[src/hw/fcfg_consts.svh]
`ifndef FCFG_CONSTS_SVH
`define FCFG_CONSTS_SVH

// register offsets on the configuration port
`define FCFG_ADDR_MODE        8'hf0
`define FCFG_ADDR_OPTION      8'hf1
`define FCFG_ADDR_TYPE        8'hf2

// reset values
`define FCFG_MODE_RST         8'h0c
`define FCFG_OPTION_RST       8'h00
`define FCFG_TYPE_RST         8'h00
`define FCFG_RDATA_RST        8'h00

// writable bits, reserved bits read as zero
`define FCFG_MODE_WMASK       8'hfc
`define FCFG_OPTION_WMASK     8'hcc
`define FCFG_TYPE_WMASK       8'hff

// floppy mode register fields
`define FCFG_MODE_IFM_HI      3
`define FCFG_MODE_IFM_LO      2
`define FCFG_MODE_SWAP        4
`define FCFG_MODE_SHUTDOWN    5
`define FCFG_MODE_PUSHPULL    6
`define FCFG_MODE_OUT_OFF     7

// floppy option register fields
`define FCFG_OPT_DEN_HI       3
`define FCFG_OPT_DEN_LO       2
`define FCFG_OPT_BOOT_HI      7
`define FCFG_OPT_BOOT_LO      6
`define FCFG_DEN_FORCE_ONE    2'h2
`define FCFG_DEN_FORCE_ZERO   2'h3

// interface mode codes
`define FCFG_IFM_CODE_AT      2'h3
`define FCFG_IFM_CODE_PS2     2'h1
`define FCFG_IFM_CODE_M30     2'h0

// drive type register fields, drive a lowest
`define FCFG_TYPE_A_HI        1
`define FCFG_TYPE_A_LO        0
`define FCFG_TYPE_B_HI        3
`define FCFG_TYPE_B_LO        2
`define FCFG_TYPE_C_HI        5
`define FCFG_TYPE_C_LO        4
`define FCFG_TYPE_D_HI        7
`define FCFG_TYPE_D_LO        6

// controller core register offsets still writable during shutdown
`define FCFG_CORE_DIGITAL_OUTPUT_REG  3'h2
`define FCFG_CORE_TAPE_DRIVE_REG      3'h3
`define FCFG_CORE_DATA_RATE_REG       3'h4
`define FCFG_CORE_CONFIG_CONTROL_REG  3'h7

// dedicated pin vector layout
`define FCFG_NPINS            11
`define FCFG_PIN_DEN0         0
`define FCFG_PIN_DEN1         1
`define FCFG_PIN_DS0          2
`define FCFG_PIN_DS1          3
`define FCFG_PIN_MTR0         4
`define FCFG_PIN_MTR1         5
`define FCFG_PIN_MISC_LO      6
`define FCFG_PIN_MISC_HI      10
`define FCFG_SHUTDOWN_KEEP    11'h03f
`define FCFG_PINS_ZERO        11'h000
`define FCFG_PINS_ONES        11'h7ff

`endif

[src/hw/fcfg_pkg.sv]
package fcfg_pkg;

  typedef enum logic [1:0] {
    FCFG_IFM_M30,
    FCFG_IFM_PS2,
    FCFG_IFM_RSVD,
    FCFG_IFM_AT
  } fcfg_ifm_t;

  typedef struct packed {
    logic [7:0]  mode_r;
    logic [7:0]  option_r;
    logic [7:0]  type_r;
    logic [7:0]  rdata_r;
    logic [10:0] pin_o_r;
    logic [10:0] pin_oe_r;
    logic [10:0] pp_o_r;
  } fcfg_state_t;

endpackage : fcfg_pkg

[src/hw/fcfg_regs.sv]
// How it works
// interface mode code 11 is AT (default), 01 PS/2, 00 Model 30.
// interface mode field sits in mode register bits 3:2.
// mode bit 4 set swaps drive selects 0/1 and motor enables 0/1.
// mode bit 5 shuts core down; only output, tape, rate, config control writes pass.
// during shutdown pins float except densities, drive selects, motor enables.
// mode bit 6 clear drives pins open drain, 24 mA.
// mode bit 6 set drives pins push-pull, 24 mA.
// mode bit 7 set floats all dedicated floppy outputs; clear keeps them active.
// bits 6 and 7 leave parallel port floppy signals untouched.
// software writes zero to option bits 1:0; bits 5:4 reserved too.
// density field 00/01 normal, 10 forces ones, 11 forces zeros.
// option bits 7:6 pick boot drive 0 to 3, default drive 0.
// drive type register at f2: four two-bit fields, A lowest.
// reset returns every field to its default; option reads zero.
`timescale 1ns/100ps
`include "fcfg_consts.svh"

module fcfg_regs (
  input  wire logic                   i_sys_clk,
  input  wire logic                   i_rst,
  // configuration port
  input  wire logic [7:0]             i_cfg_addr,
  input  wire logic [7:0]             i_cfg_wdata,
  input  wire logic                   i_cfg_wr,
  input  wire logic                   i_cfg_rd,
  output logic      [7:0]             o_cfg_rdata,
  // controller core write path
  input  wire logic [2:0]             i_core_addr,
  input  wire logic                   i_core_wr,
  output logic                        o_core_wr_allow,
  output logic                        o_core_shutdown,
  // controller core drive signals, same clock
  input  wire logic [1:0]             i_core_density,
  input  wire logic [1:0]             i_core_drive_select_n,
  input  wire logic [1:0]             i_core_motor_on_n,
  input  wire logic [4:0]             i_core_misc_out,
  // decoded configuration
  output fcfg_pkg::fcfg_ifm_t         o_if_mode,
  output logic [1:0]                  o_boot_drive,
  output logic [1:0]                  o_drive_a_type,
  output logic [1:0]                  o_drive_b_type,
  output logic [1:0]                  o_drive_c_type,
  output logic [1:0]                  o_drive_d_type,
  // dedicated floppy pins
  output logic                        o_density_out_0_o,
  output logic                        o_density_out_0_oe,
  output logic                        o_density_out_1_o,
  output logic                        o_density_out_1_oe,
  output logic                        o_drive_select_0_n_o,
  output logic                        o_drive_select_0_n_oe,
  output logic                        o_drive_select_1_n_o,
  output logic                        o_drive_select_1_n_oe,
  output logic                        o_motor_on_0_n_o,
  output logic                        o_motor_on_0_n_oe,
  output logic                        o_motor_on_1_n_o,
  output logic                        o_motor_on_1_n_oe,
  output logic [4:0]                  o_misc_o,
  output logic [4:0]                  o_misc_oe,
  // floppy signals routed through the parallel port
  output logic [`FCFG_NPINS-1:0]      o_pp_floppy_out
);

  import fcfg_pkg::*;

  fcfg_state_t                  st_r;
  fcfg_state_t                  st_nxt;

  logic                         swap;
  logic                         shutdown;
  logic                         push_pull;
  logic                         out_off;
  logic [1:0]                   den_sel;
  logic [1:0]                   den_lvl;
  logic [1:0]                   ds_lvl;
  logic [1:0]                   mtr_lvl;
  logic [`FCFG_NPINS-1:0]       pin_lvl;
  logic [`FCFG_NPINS-1:0]       pp_lvl;
  logic [`FCFG_NPINS-1:0]       pin_off;
  logic [`FCFG_NPINS-1:0]       drv_o;
  logic [`FCFG_NPINS-1:0]       drv_oe;
  logic                         core_addr_kept;

  // field decode from the stored registers
  assign swap      = st_r.mode_r[`FCFG_MODE_SWAP];
  assign shutdown  = st_r.mode_r[`FCFG_MODE_SHUTDOWN];
  assign push_pull = st_r.mode_r[`FCFG_MODE_PUSHPULL];
  assign out_off   = st_r.mode_r[`FCFG_MODE_OUT_OFF];
  assign den_sel   = st_r.option_r[`FCFG_OPT_DEN_HI:`FCFG_OPT_DEN_LO];

  // density forcing
  always_comb begin
    unique case (den_sel)
      `FCFG_DEN_FORCE_ONE:  den_lvl = 2'h3;
      `FCFG_DEN_FORCE_ZERO: den_lvl = 2'h0;
      default:              den_lvl = i_core_density;
    endcase
  end

  // drive 0/1 exchange
  always_comb begin
    if (swap) begin
      ds_lvl  = {i_core_drive_select_n[0], i_core_drive_select_n[1]};
      mtr_lvl = {i_core_motor_on_n[0], i_core_motor_on_n[1]};
    end else begin
      ds_lvl  = i_core_drive_select_n;
      mtr_lvl = i_core_motor_on_n;
    end
  end

  assign pin_lvl = {i_core_misc_out, mtr_lvl, ds_lvl, den_lvl};

  // parallel port path sees raw core levels with swap and density applied
  // but never the driver type or tri-state settings
  assign pp_lvl = pin_lvl;

  // per-pin float decision
  always_comb begin
    if (out_off) begin
      pin_off = `FCFG_PINS_ONES;
    end else if (shutdown) begin
      pin_off = ~`FCFG_SHUTDOWN_KEEP;
    end else begin
      pin_off = `FCFG_PINS_ZERO;
    end
  end

  fcfg_pin_drv u_pin_drv (
    .i_level     (pin_lvl),
    .i_off       (pin_off),
    .i_push_pull (push_pull),
    .o_pin_o     (drv_o),
    .o_pin_oe    (drv_oe)
  );

  // core write gating during shutdown
  always_comb begin
    unique case (i_core_addr)
      `FCFG_CORE_DIGITAL_OUTPUT_REG,
      `FCFG_CORE_TAPE_DRIVE_REG,
      `FCFG_CORE_DATA_RATE_REG,
      `FCFG_CORE_CONFIG_CONTROL_REG: core_addr_kept = 1'b1;
      default:                       core_addr_kept = 1'b0;
    endcase
  end

  // handshake style output, combinational so the core sees it in the same cycle
  assign o_core_wr_allow = i_core_wr & (~shutdown | core_addr_kept);
  assign o_core_shutdown = shutdown;

  // next state
  always_comb begin
    st_nxt          = st_r;
    st_nxt.rdata_r  = `FCFG_RDATA_RST;

    // this bank stays writable in shutdown, else it could never be undone
    if (i_cfg_wr) begin
      unique case (i_cfg_addr)
        `FCFG_ADDR_MODE: begin
          st_nxt.mode_r = i_cfg_wdata & `FCFG_MODE_WMASK;
        end
        `FCFG_ADDR_OPTION: begin
          st_nxt.option_r = i_cfg_wdata & `FCFG_OPTION_WMASK;
        end
        `FCFG_ADDR_TYPE: begin
          st_nxt.type_r = i_cfg_wdata & `FCFG_TYPE_WMASK;
        end
        default: begin
          st_nxt.mode_r = st_r.mode_r;
        end
      endcase
    end

    // read data valid only in the cycle after the strobe
    if (i_cfg_rd) begin
      unique case (i_cfg_addr)
        `FCFG_ADDR_MODE:   st_nxt.rdata_r = st_r.mode_r;
        `FCFG_ADDR_OPTION: st_nxt.rdata_r = st_r.option_r;
        `FCFG_ADDR_TYPE:   st_nxt.rdata_r = st_r.type_r;
        default:           st_nxt.rdata_r = `FCFG_RDATA_RST;
      endcase
    end

    // pins are registered, adding one cycle of latency to the core levels
    st_nxt.pin_o_r  = drv_o;
    st_nxt.pin_oe_r = drv_oe;
    st_nxt.pp_o_r   = pp_lvl;
  end

  always_ff @(posedge i_sys_clk or posedge i_rst) begin
    if (i_rst) begin
      st_r.mode_r   <= `FCFG_MODE_RST;
      st_r.option_r <= `FCFG_OPTION_RST;
      st_r.type_r   <= `FCFG_TYPE_RST;
      st_r.rdata_r  <= `FCFG_RDATA_RST;
      st_r.pin_o_r  <= `FCFG_PINS_ZERO;
      st_r.pin_oe_r <= `FCFG_PINS_ZERO;
      st_r.pp_o_r   <= `FCFG_PINS_ZERO;
    end else begin
      st_r <= st_nxt;
    end
  end

  // mode decode; reserved code 10 is reported as such
  assign o_if_mode = fcfg_ifm_t'(st_r.mode_r[`FCFG_MODE_IFM_HI:`FCFG_MODE_IFM_LO]);

  assign o_boot_drive   = st_r.option_r[`FCFG_OPT_BOOT_HI:`FCFG_OPT_BOOT_LO];
  assign o_drive_a_type = st_r.type_r[`FCFG_TYPE_A_HI:`FCFG_TYPE_A_LO];
  assign o_drive_b_type = st_r.type_r[`FCFG_TYPE_B_HI:`FCFG_TYPE_B_LO];
  assign o_drive_c_type = st_r.type_r[`FCFG_TYPE_C_HI:`FCFG_TYPE_C_LO];
  assign o_drive_d_type = st_r.type_r[`FCFG_TYPE_D_HI:`FCFG_TYPE_D_LO];

  assign o_cfg_rdata = st_r.rdata_r;

  assign o_density_out_0_o     = st_r.pin_o_r[`FCFG_PIN_DEN0];
  assign o_density_out_0_oe    = st_r.pin_oe_r[`FCFG_PIN_DEN0];
  assign o_density_out_1_o     = st_r.pin_o_r[`FCFG_PIN_DEN1];
  assign o_density_out_1_oe    = st_r.pin_oe_r[`FCFG_PIN_DEN1];
  assign o_drive_select_0_n_o  = st_r.pin_o_r[`FCFG_PIN_DS0];
  assign o_drive_select_0_n_oe = st_r.pin_oe_r[`FCFG_PIN_DS0];
  assign o_drive_select_1_n_o  = st_r.pin_o_r[`FCFG_PIN_DS1];
  assign o_drive_select_1_n_oe = st_r.pin_oe_r[`FCFG_PIN_DS1];
  assign o_motor_on_0_n_o      = st_r.pin_o_r[`FCFG_PIN_MTR0];
  assign o_motor_on_0_n_oe     = st_r.pin_oe_r[`FCFG_PIN_MTR0];
  assign o_motor_on_1_n_o      = st_r.pin_o_r[`FCFG_PIN_MTR1];
  assign o_motor_on_1_n_oe     = st_r.pin_oe_r[`FCFG_PIN_MTR1];
  assign o_misc_o              = st_r.pin_o_r[`FCFG_PIN_MISC_HI:`FCFG_PIN_MISC_LO];
  assign o_misc_oe             = st_r.pin_oe_r[`FCFG_PIN_MISC_HI:`FCFG_PIN_MISC_LO];
  assign o_pp_floppy_out       = st_r.pp_o_r;

endmodule : fcfg_regs

[src/hw/fcfg_pin_drv.sv]
`timescale 1ns/100ps
`include "fcfg_consts.svh"

module fcfg_pin_drv (
  input  wire logic [`FCFG_NPINS-1:0] i_level,
  input  wire logic [`FCFG_NPINS-1:0] i_off,
  input  wire logic                   i_push_pull,
  output logic      [`FCFG_NPINS-1:0] o_pin_o,
  output logic      [`FCFG_NPINS-1:0] o_pin_oe
);

  genvar g;
  generate
    for (g = 0; g < `FCFG_NPINS; g++) begin : g_pin
      // open drain only ever pulls low; a high level is left to the pull-up
      always_comb begin
        if (i_off[g]) begin
          o_pin_o[g]  = 1'b0;
          o_pin_oe[g] = 1'b0;
        end else if (i_push_pull) begin
          o_pin_o[g]  = i_level[g];
          o_pin_oe[g] = 1'b1;
        end else begin
          o_pin_o[g]  = 1'b0;
          o_pin_oe[g] = ~i_level[g];
        end
      end
    end
  endgenerate

endmodule : fcfg_pin_drv

[config.mk]
export PLATFORM = sky130hd
export DESIGN_NAME = fcfg_regs
export DESIGN_NICKNAME = d
export VERILOG_FILES = /design/src/hw/fcfg_pkg.sv /design/src/hw/fcfg_regs.sv /design/src/hw/fcfg_pin_drv.sv
export VERILOG_INCLUDE_DIRS = /design/src /design/src/hw
export SDC_FILE = /design/constraint.sdc
export NUM_CORES = 1
export LEC_CHECK = 0
export BUFFER_PORTS_ARGS = -buffer_cell sky130_fd_sc_hd__clkbuf_2
export CELL_PAD_IN_SITES_DETAIL_PLACEMENT = 2
export CELL_PAD_IN_SITES_GLOBAL_PLACEMENT = 2
export CORE_MARGIN = 3
export CORE_UTILIZATION = 29
export CTS_CLUSTER_DIAMETER = 40
export DETAILED_ROUTE_END_ITERATION = 10
export PLACE_DENSITY_LB_ADDON = 0.15
export SLEW_MARGIN = 25
export SYNTH_ARGS = -nofsm -noshare
export SYNTH_HDL_FRONTEND = slang
export SYNTH_HIERARCHICAL = 1
export SYNTH_SLANG_ARGS = --single-unit
[constraint.sdc]
create_clock -name i_sys_clk -period 1.55 [get_ports i_sys_clk]
set_input_delay 0.155 -clock i_sys_clk [delete_from_list [all_inputs] [get_ports i_sys_clk]]
set_output_delay 0.155 -clock i_sys_clk [all_outputs]
set_load 0.01 [all_outputs]
After elaboration in Yosys (flattened, before gate mapping)
Index checks and enable logic that the tools add are counted.
{"block": "totals", "regBits": 59, "input_bits": 35, "out_inout_bits": 55}
{"block": "op_classes", "n_eq_ne": 9, "n_mux": 52, "n_bitwise": 14, "reduce_logical": 4}
{"operator": "1-bit 2-to-1 mux", "n": 45}
{"operator": "8-bit equality test, second input constant", "n": 3}
{"operator": "8-bit one-hot mux with 3 select lines", "n": 1}
{"operator": "11-bit 2-to-1 mux", "n": 2}
{"operator": "1-bit NOT", "n": 12}
{"operator": "8-bit 2-to-1 mux", "n": 1}
{"operator": "3-bit by 2-bit equality test with 1-bit output, second input constant", "n": 2}
{"operator": "3-bit equality test, second input constant", "n": 2}
{"operator": "2-bit AND reduction", "n": 3}
{"operator": "2-bit equality test, second input constant", "n": 2}
{"operator": "2-bit 2-to-1 mux", "n": 2}
{"operator": "2-bit one-hot mux with 2 select lines", "n": 1}
{"operator": "4-bit OR reduction", "n": 1}
{"operator": "1-bit bitwise AND", "n": 1}
{"operator": "1-bit OR", "n": 1}

Logic depth before layout (Yosys ltp)
Gate-level depths: netlist of run 1.
{"block": "logic_depth", "word_depth": 5, "mapped_depth": 4, "depth_no_buf": 3}

Cells and area by module
The synthesis of run 1 kept the hierarchy.
{"module": "fcfg_regs", "instances": 1, "cells_per_inst": 168, "area_per_inst_um2": 2376.0, "seq_area_each_um2": 1478.9}
{"module": "fcfg_pin_drv", "instances": 1, "cells_per_inst": 26, "area_per_inst_um2": 202.7, "seq_area_each_um2": 0.0}

Least setup slack after synthesis of run 1
Ideal clock, no wire load.
{"block": "synth_timing", "path_kind": "in2reg", "startpoint": "input port i_cfg_addr[0]", "endpoint": "register st_r (netlist bit den_sel[0])", "arrival_ns": 1.294, "required_time_ns": 1.425, "slack_ns": 0.131, "stages": 4, "n_path_buf": 1, "path_cell_list": "buf_2 and2b_2 nor3b_1 mux2_2"}
{"block": "synth_between", "elab_chain_cells": 2}
{"element": "from (decl)", "line_no": "fcfg_regs.sv:23", "rtl": "input wire logic [7:0] i_cfg_addr,"}
{"element": "8-bit equality test", "line_no": "fcfg_regs.sv:158", "rtl": "unique case (i_cfg_addr)"}
{"element": "2-bit AND reduction (no line)"}
{"element": "to (signal assigned)", "line_no": "fcfg_regs.sv:200", "rtl": "st_r <= st_nxt;"}
{"element": "to (decl)", "line_no": "fcfg_regs.sv:66", "rtl": "fcfg_state_t st_r;"}
Every way passes these cells.
A chain may end at the register's enable or synchronous reset.

Final worst setup path of run 1
{"block": "layout_timing", "startpoint": "register st_r (netlist bit o_core_shutdown)", "endpoint": "output port o_core_wr_allow"}
{"block": "layout_between", "elab_chain_cells": 3}
{"element": "1-bit NOT", "line_no": "fcfg_regs.sv:148", "rtl": "assign o_core_wr_allow = i_core_wr & (~shutdown | core_addr_kept);"}
{"element": "1-bit OR", "line_no": "fcfg_regs.sv:148"}
{"element": "1-bit bitwise AND", "line_no": "fcfg_regs.sv:148"}
{"element": "to (decl)", "line_no": "fcfg_regs.sv:31", "rtl": "output logic o_core_wr_allow,"}
Every way passes these cells.

==> results_dict.tcl, run 1 <==
set metrics [dict create \
    outcome "complete, no violations" \
    max_freq_mhz 798 \
    die_w_um 100 \
    arrival_ps 1100 \
    setup_viol 0 \
    fp-row-count 33 \
    rr_endpoint "o_motor_on_0_n_o" \
    min_path_type "in2reg" \
    synthesis.area_um2 2580 \
    via_per_inst 4.38 \
    pre_cts_ws_ps 68.2 \
    crit_path_end "o_core_wr_allow" \
    final_nets 296 \
    num_antenna_cells 0 \
    antenna_found_initial 0 \
    timing.setup.tns_ps 0 \
    slew_headroom 0.690 \
    end_kind "output port" \
    p_per_area_nw_per_um2 1050 \
    cts_resized 0 \
    ys_seq_elements 59 \
    leakage_nw 1.57 \
    avgRoutedWirePerCell_um 15.8 \
    r2r_cells 2 \
    whs_path_depth 2 \
    r2r_slack_ps 390 \
    syn-instance-count 194 \
    startpoint "o_core_shutdown" \
    syn_to_final_growth_pct 20.5 \
    yosys_warnings 6 \
    synth-edff-count 0 \
    layout-drive-gt1-share 0.571 \
    rsz0062_at_grt "false" \
    yosysTopAreaCell "dfrtp_1" \
    wirelength_um 5860 \
    synth_most_common_cell "dfrtp_1" \
    timing.rr.start "st_r[61]" \
    portBuffers 89 \
    hpwl_um 4390 \
    required_ps 1390 \
    layout_min_cycle_time_ps 1250 \
    core-area_um2 8420 \
    h-tree-depth 3 \
    grt_use_total 0.125 \
    holdCritStartpoint "i_cfg_wdata[1]" \
    ant_nets 0 \
    via_count 1624 \
    async_flop_share 1.00 \
    cts_buffers 9 \
    cp_max_fo 5 \
    synth_top_area_share 0.553 \
    hold_slack_ps 53.1 \
    clockBufferDepth 2 \
    grt_max_degree 60 \
    syn-num-nets 229 \
    synth_common_cells "dfrtp_1 (57), buf_4 (41), mux2_2 (22)" \
    ys_seq_area_frac 0.574 \
    drtIter0Drc 21 \
    finalWorstSetupSlack_ps 296 \
    critPathLaunchType "register" \
    clkSinkCount 59 \
    overflow 0 \
    drc 0 \
    cap_viol_max_count 0 \
    finalPower_mw 3.26 \
    final_design_area_no_fill_um2 3110 \
    slew_viol_final 0 \
    cts_tree "built" \
    path_class "reg2out" \
    placed_area_um2 2870 \
    root_buffer "clkbuf_8" \
    worst_skew_pair.late_latency_ps 340 \
    gp_congestion 0.702 \
    clkSlewWorstSetupHoldPaths_ps 60 \
    yosysUniqueCellTypes 30 \
    finalHoldViolations 0 \
    ioPinCount 90 \
    period_share 0.809 \
    die_y_um 100 \
    start_util 0.306 \
    synthTopCellsByArea "dfrtp_1 (55%), buf_4 (12%), mux2_2 (9.6%)" \
    syn_area_per_cell_um2 13.3 \
    firstDrtPassIters 4 \
    vdd_drop_max_mv 0.348 \
    clock_skew_ps 12.0 \
    grt_pass1_vias 1775 \
    worstMarginPinSlew_ps 465 \
    grt_pass1_wl_um 9470 \
    synthFlopType "dfrtp_1" \
    die-area_um2 10100 \
]
-- what timing repair did --
action                                  4_1_cts  5_1_grt
buffers inserted                              0        0
hold buffers                                  6        0
endpoints found under the hold margin        62        0
endpoints found under the setup margin        0        0
-- worst max-delay path: stages, from the launching register on --
cell      delay (ps)
dfrtp_1          430
a21boi_0         180
clkbuf_2         160
-- through the flow --
stage	cells	util
after floorplan	194	-
after global placement	349	0.341
after detailed placement	349	0.341
after CTS	371	0.369
after global routing	371	0.369
final	371	0.369
-- placed cells by master (no fill, tap or decap), types with 3 or more instances in the layout --
master / instances
nor2_1: 3
and3_1: 3
nand2_1: 5
mux2i_1: 6
a21oi_1: 14
mux2_2: 22
clkbuf_2: 89
nor3b_2: 9
clkbuf_8: 11
inv_1: 3
buf_4: 6
clkbuf_1: 4
or2_2: 4
dfrtp_1: 57
dlygate4sd3_1: 6
-- flip-flops by register name, summed over array words and instances (netlist names), 2 cells and up --
signal	cells
o_drive_c_type	2
o_misc_o	5
o_misc_oe	5
o_if_mode	2
o_cfg_rdata	8
o_drive_b_type	2
den_sel	2
o_pp_floppy_out	11
o_drive_a_type	2
o_drive_d_type	2
o_boot_drive	2
-- layout make-up --
type | count | area (um^2)
timing repair buffer | 102 | 571
clock inverter | 1 | 7.51
sequential | 59 | 1480
inverter | 5 | 22.5
fill | 934 | 5320
tap | 105 | 131
clock buffer | 15 | 166
multi-input combinational | 84 | 729
-- power by group --
part | switching (mW) | total, mW | internal, mW
Sequential | 0.0401 | 1.66 | 1.62
Combinational | 0.193 | 0.358 | 0.164
Clock | 0.577 | 1.25 | 0.671
-- logic make-up after synthesis --
kind of cell,after synthesis,synth area share
AOI/OAI and AO/OA,18,0.0374
xor gates and xnor gates,1,0.00340
buffers and inverters,51,0.144
DFF,59,0.574
muxes,28,0.119
and+or+nand+nor,37,0.123
-- worst min path at each step --
stage | to | slack [ps]
CTS | o_drive_a_type[1] | 30
global placement | o_cfg_rdata[1] | 250
floorplan | o_pp_floppy_out[10] | 190
finish | o_drive_a_type[1] | 50
detailed placement | o_cfg_rdata[1] | 260
global route | o_drive_a_type[1] | 50
-- routing by layer --
| metal | global-route usage | share of wire | up-vias |
|---|---|---|---|
| met5 | 0 | 0 | - |
| met3 | 0.0403 | 0.064 | 9 |
| li1 | - | - | 745 |
| met1 | 0.155 | 0.43 | 806 |
| met2 | 0.203 | 0.49 | 64 |
| met4 | 0.0466 | 0.014 | 0 |
Note: power is estimated with default switching activity, not from simulation.
==> run 2: changes to the inputs <==
Settings changed: CORE_UTILIZATION 29 to 30.
Clock period 1.55 ns to 1.32 ns, I/O delays scaled along.
==> run 2 against run 1 <==
Cell count up 1.1%. Critical path depth unchanged. Routed wire length down 2.5%. Count of clock-buffer cells in the layout down 2. Die area down 3.1%. Flip-flop and latch count unchanged. Register-to-register slack worse by 210 ps. Clock skew down 1.4 ps. Non-clock buffer count up 6. Sequential share of layout area down 0.94 points. Worst hold slack worse by 15 ps. First-iteration DRC count down 81%. Critical path type unchanged. Largest cell class unchanged. Largest power group unchanged.
==> results_dict.tcl, run 2 (synthesis results as in run 1) <==
set metrics [dict create \
    cp_max_fo 5 \
    slew_viol_final 0 \
    die_y_um 98.7 \
    placed_area_um2 2920 \
    syn_to_final_growth_pct 22.9 \
    grt_pass1_wl_um 9590 \
    rsz0062_at_grt "false" \
    r2r_slack_ps 180 \
    via_per_inst 4.48 \
    wirelength_um 5720 \
    fp-row-count 33 \
    setup_viol 0 \
    h-tree-depth 3 \
    drtIter0Drc 4 \
    avgRoutedWirePerCell_um 15.2 \
    worstMarginPinSlew_ps 426 \
    cts_resized 0 \
    layout_common_cells "clkbuf_2 (89), dfrtp_1 (57), mux2_2 (22)" \
    cts_tree "built" \
    grt_use_total 0.126 \
    end_kind "output port" \
    clockBufferDepth 2 \
    instances_no_fill 375 \
    num_antenna_cells 0 \
    ant_nets 0 \
    final_design_area_no_fill_um2 3170 \
    p_per_area_nw_per_um2 1230 \
    start_util 0.311 \
    outcome "complete, no violations" \
    min_path_type "in2reg" \
    portBuffers 89 \
    nFillCells 892 \
    firstDrtPassIters 2 \
    via_count 1681 \
    timing.setup.tns_ps 0 \
    required_ps 1190 \
    gp_congestion 0.693 \
    overflow 0 \
    antenna_found_initial 0 \
    core-area_um2 8300 \
    ctsHoldBuffers 6 \
    path_class "reg2out" \
    regArea_um2 1480 \
    period_share 0.903 \
    max_freq_mhz 839 \
    cts_setup_buffers 0 \
    die-area_um2 9740 \
    root_buffer "clkbuf_8" \
    largest_register_ffs 11 \
    cts_buffers 9 \
    leakage_nw 1.61 \
    vdd_drop_max_mv 0.361 \
    final_nets 302 \
    grt_max_degree 35 \
    cap_viol_max_count 0 \
    layout-drive-gt1-share 0.596 \
    die_w_um 98.7 \
    worst_skew_pair.late_latency_ps 320 \
    clkSinkCount 59 \
    ioPinCount 90 \
    final_common_cell "clkbuf_2" \
    clkSlewWorstSetupHoldPaths_ps 70 \
    grt_pass1_vias 1872 \
    drc 0 \
    critPathLaunchType "register" \
    dp.cells 355 \
    finalHoldViolations 0 \
    layout_min_cycle_time_ps 1190 \
    clock_skew_ps 10.6 \
    multi_input_area_um2 734 \
    arrival_ps 1060 \
    slew_headroom 0.716 \
    hpwl_um 4460 \
]
==> run 2: per-stage QoR <==
step / util / hold slack (ps) / setup WS (ps) / power, mW
2_1_floorplan: - / 163 / -53.9 / 2.26
3_3_place_gp: 0.352 / 228 / -119 / 2.40
3_5_place_dp: 0.352 / 240 / -145 / 2.41
4_1_cts: 0.382 / 22.4 / 85.2 / 3.98
5_1_grt: 0.382 / 26.5 / 43.6 / 4.12
6_report: 0.382 / 37.8 / 128 / 3.89
==> run 2: layout make-up <==
| cell class | count | share of cell area |
|---|---|---|
| clock buffer | 13 | 0.0565 |
| clock inverter | 1 | 0.00237 |
| inverter | 5 | 0.00711 |
| multi-input combinational | 84 | 0.232 |
| sequential | 59 | 0.467 |
| tap | 105 | 0.0415 |
| timing repair buffer | 108 | 0.194 |
==> run 2: worst paths after layout <==
check | start | end | depth (start not counted)
max | o_core_shutdown | o_core_wr_allow | 2
min | i_cfg_wdata[1] | o_drive_a_type[1] | 2
max reg2reg | st_r[61] | o_drive_select_1_n_o | 2
min reg2reg | o_drive_b_type[0] | o_drive_b_type[0] | 1
max in group asynchronous | i_rst | o_pp_floppy_out[9] | 4
min in group asynchronous | i_rst | o_cfg_rdata[4] | 4
==> run 2: power by group <==
part	switching, mW	total, mW	internal [mW]
logic	0.229	0.432	0.202
clock network	0.650	1.52	0.866
registers	0.0445	1.94	1.90
==> run 2: per-layer routing <==
layer  up-vias  share of wire  track usage
met5         -              0            0
met4         0          0.017       0.0567
met3         9          0.055       0.0297
met2        62           0.51        0.215
met1       854           0.42        0.151
li1        756              -            -
==> run 2: critical path, stage by stage, from the launching register on <==
cell and delay, ps:
dfrtp_1 420, a21boi_0 170, clkbuf_2 160
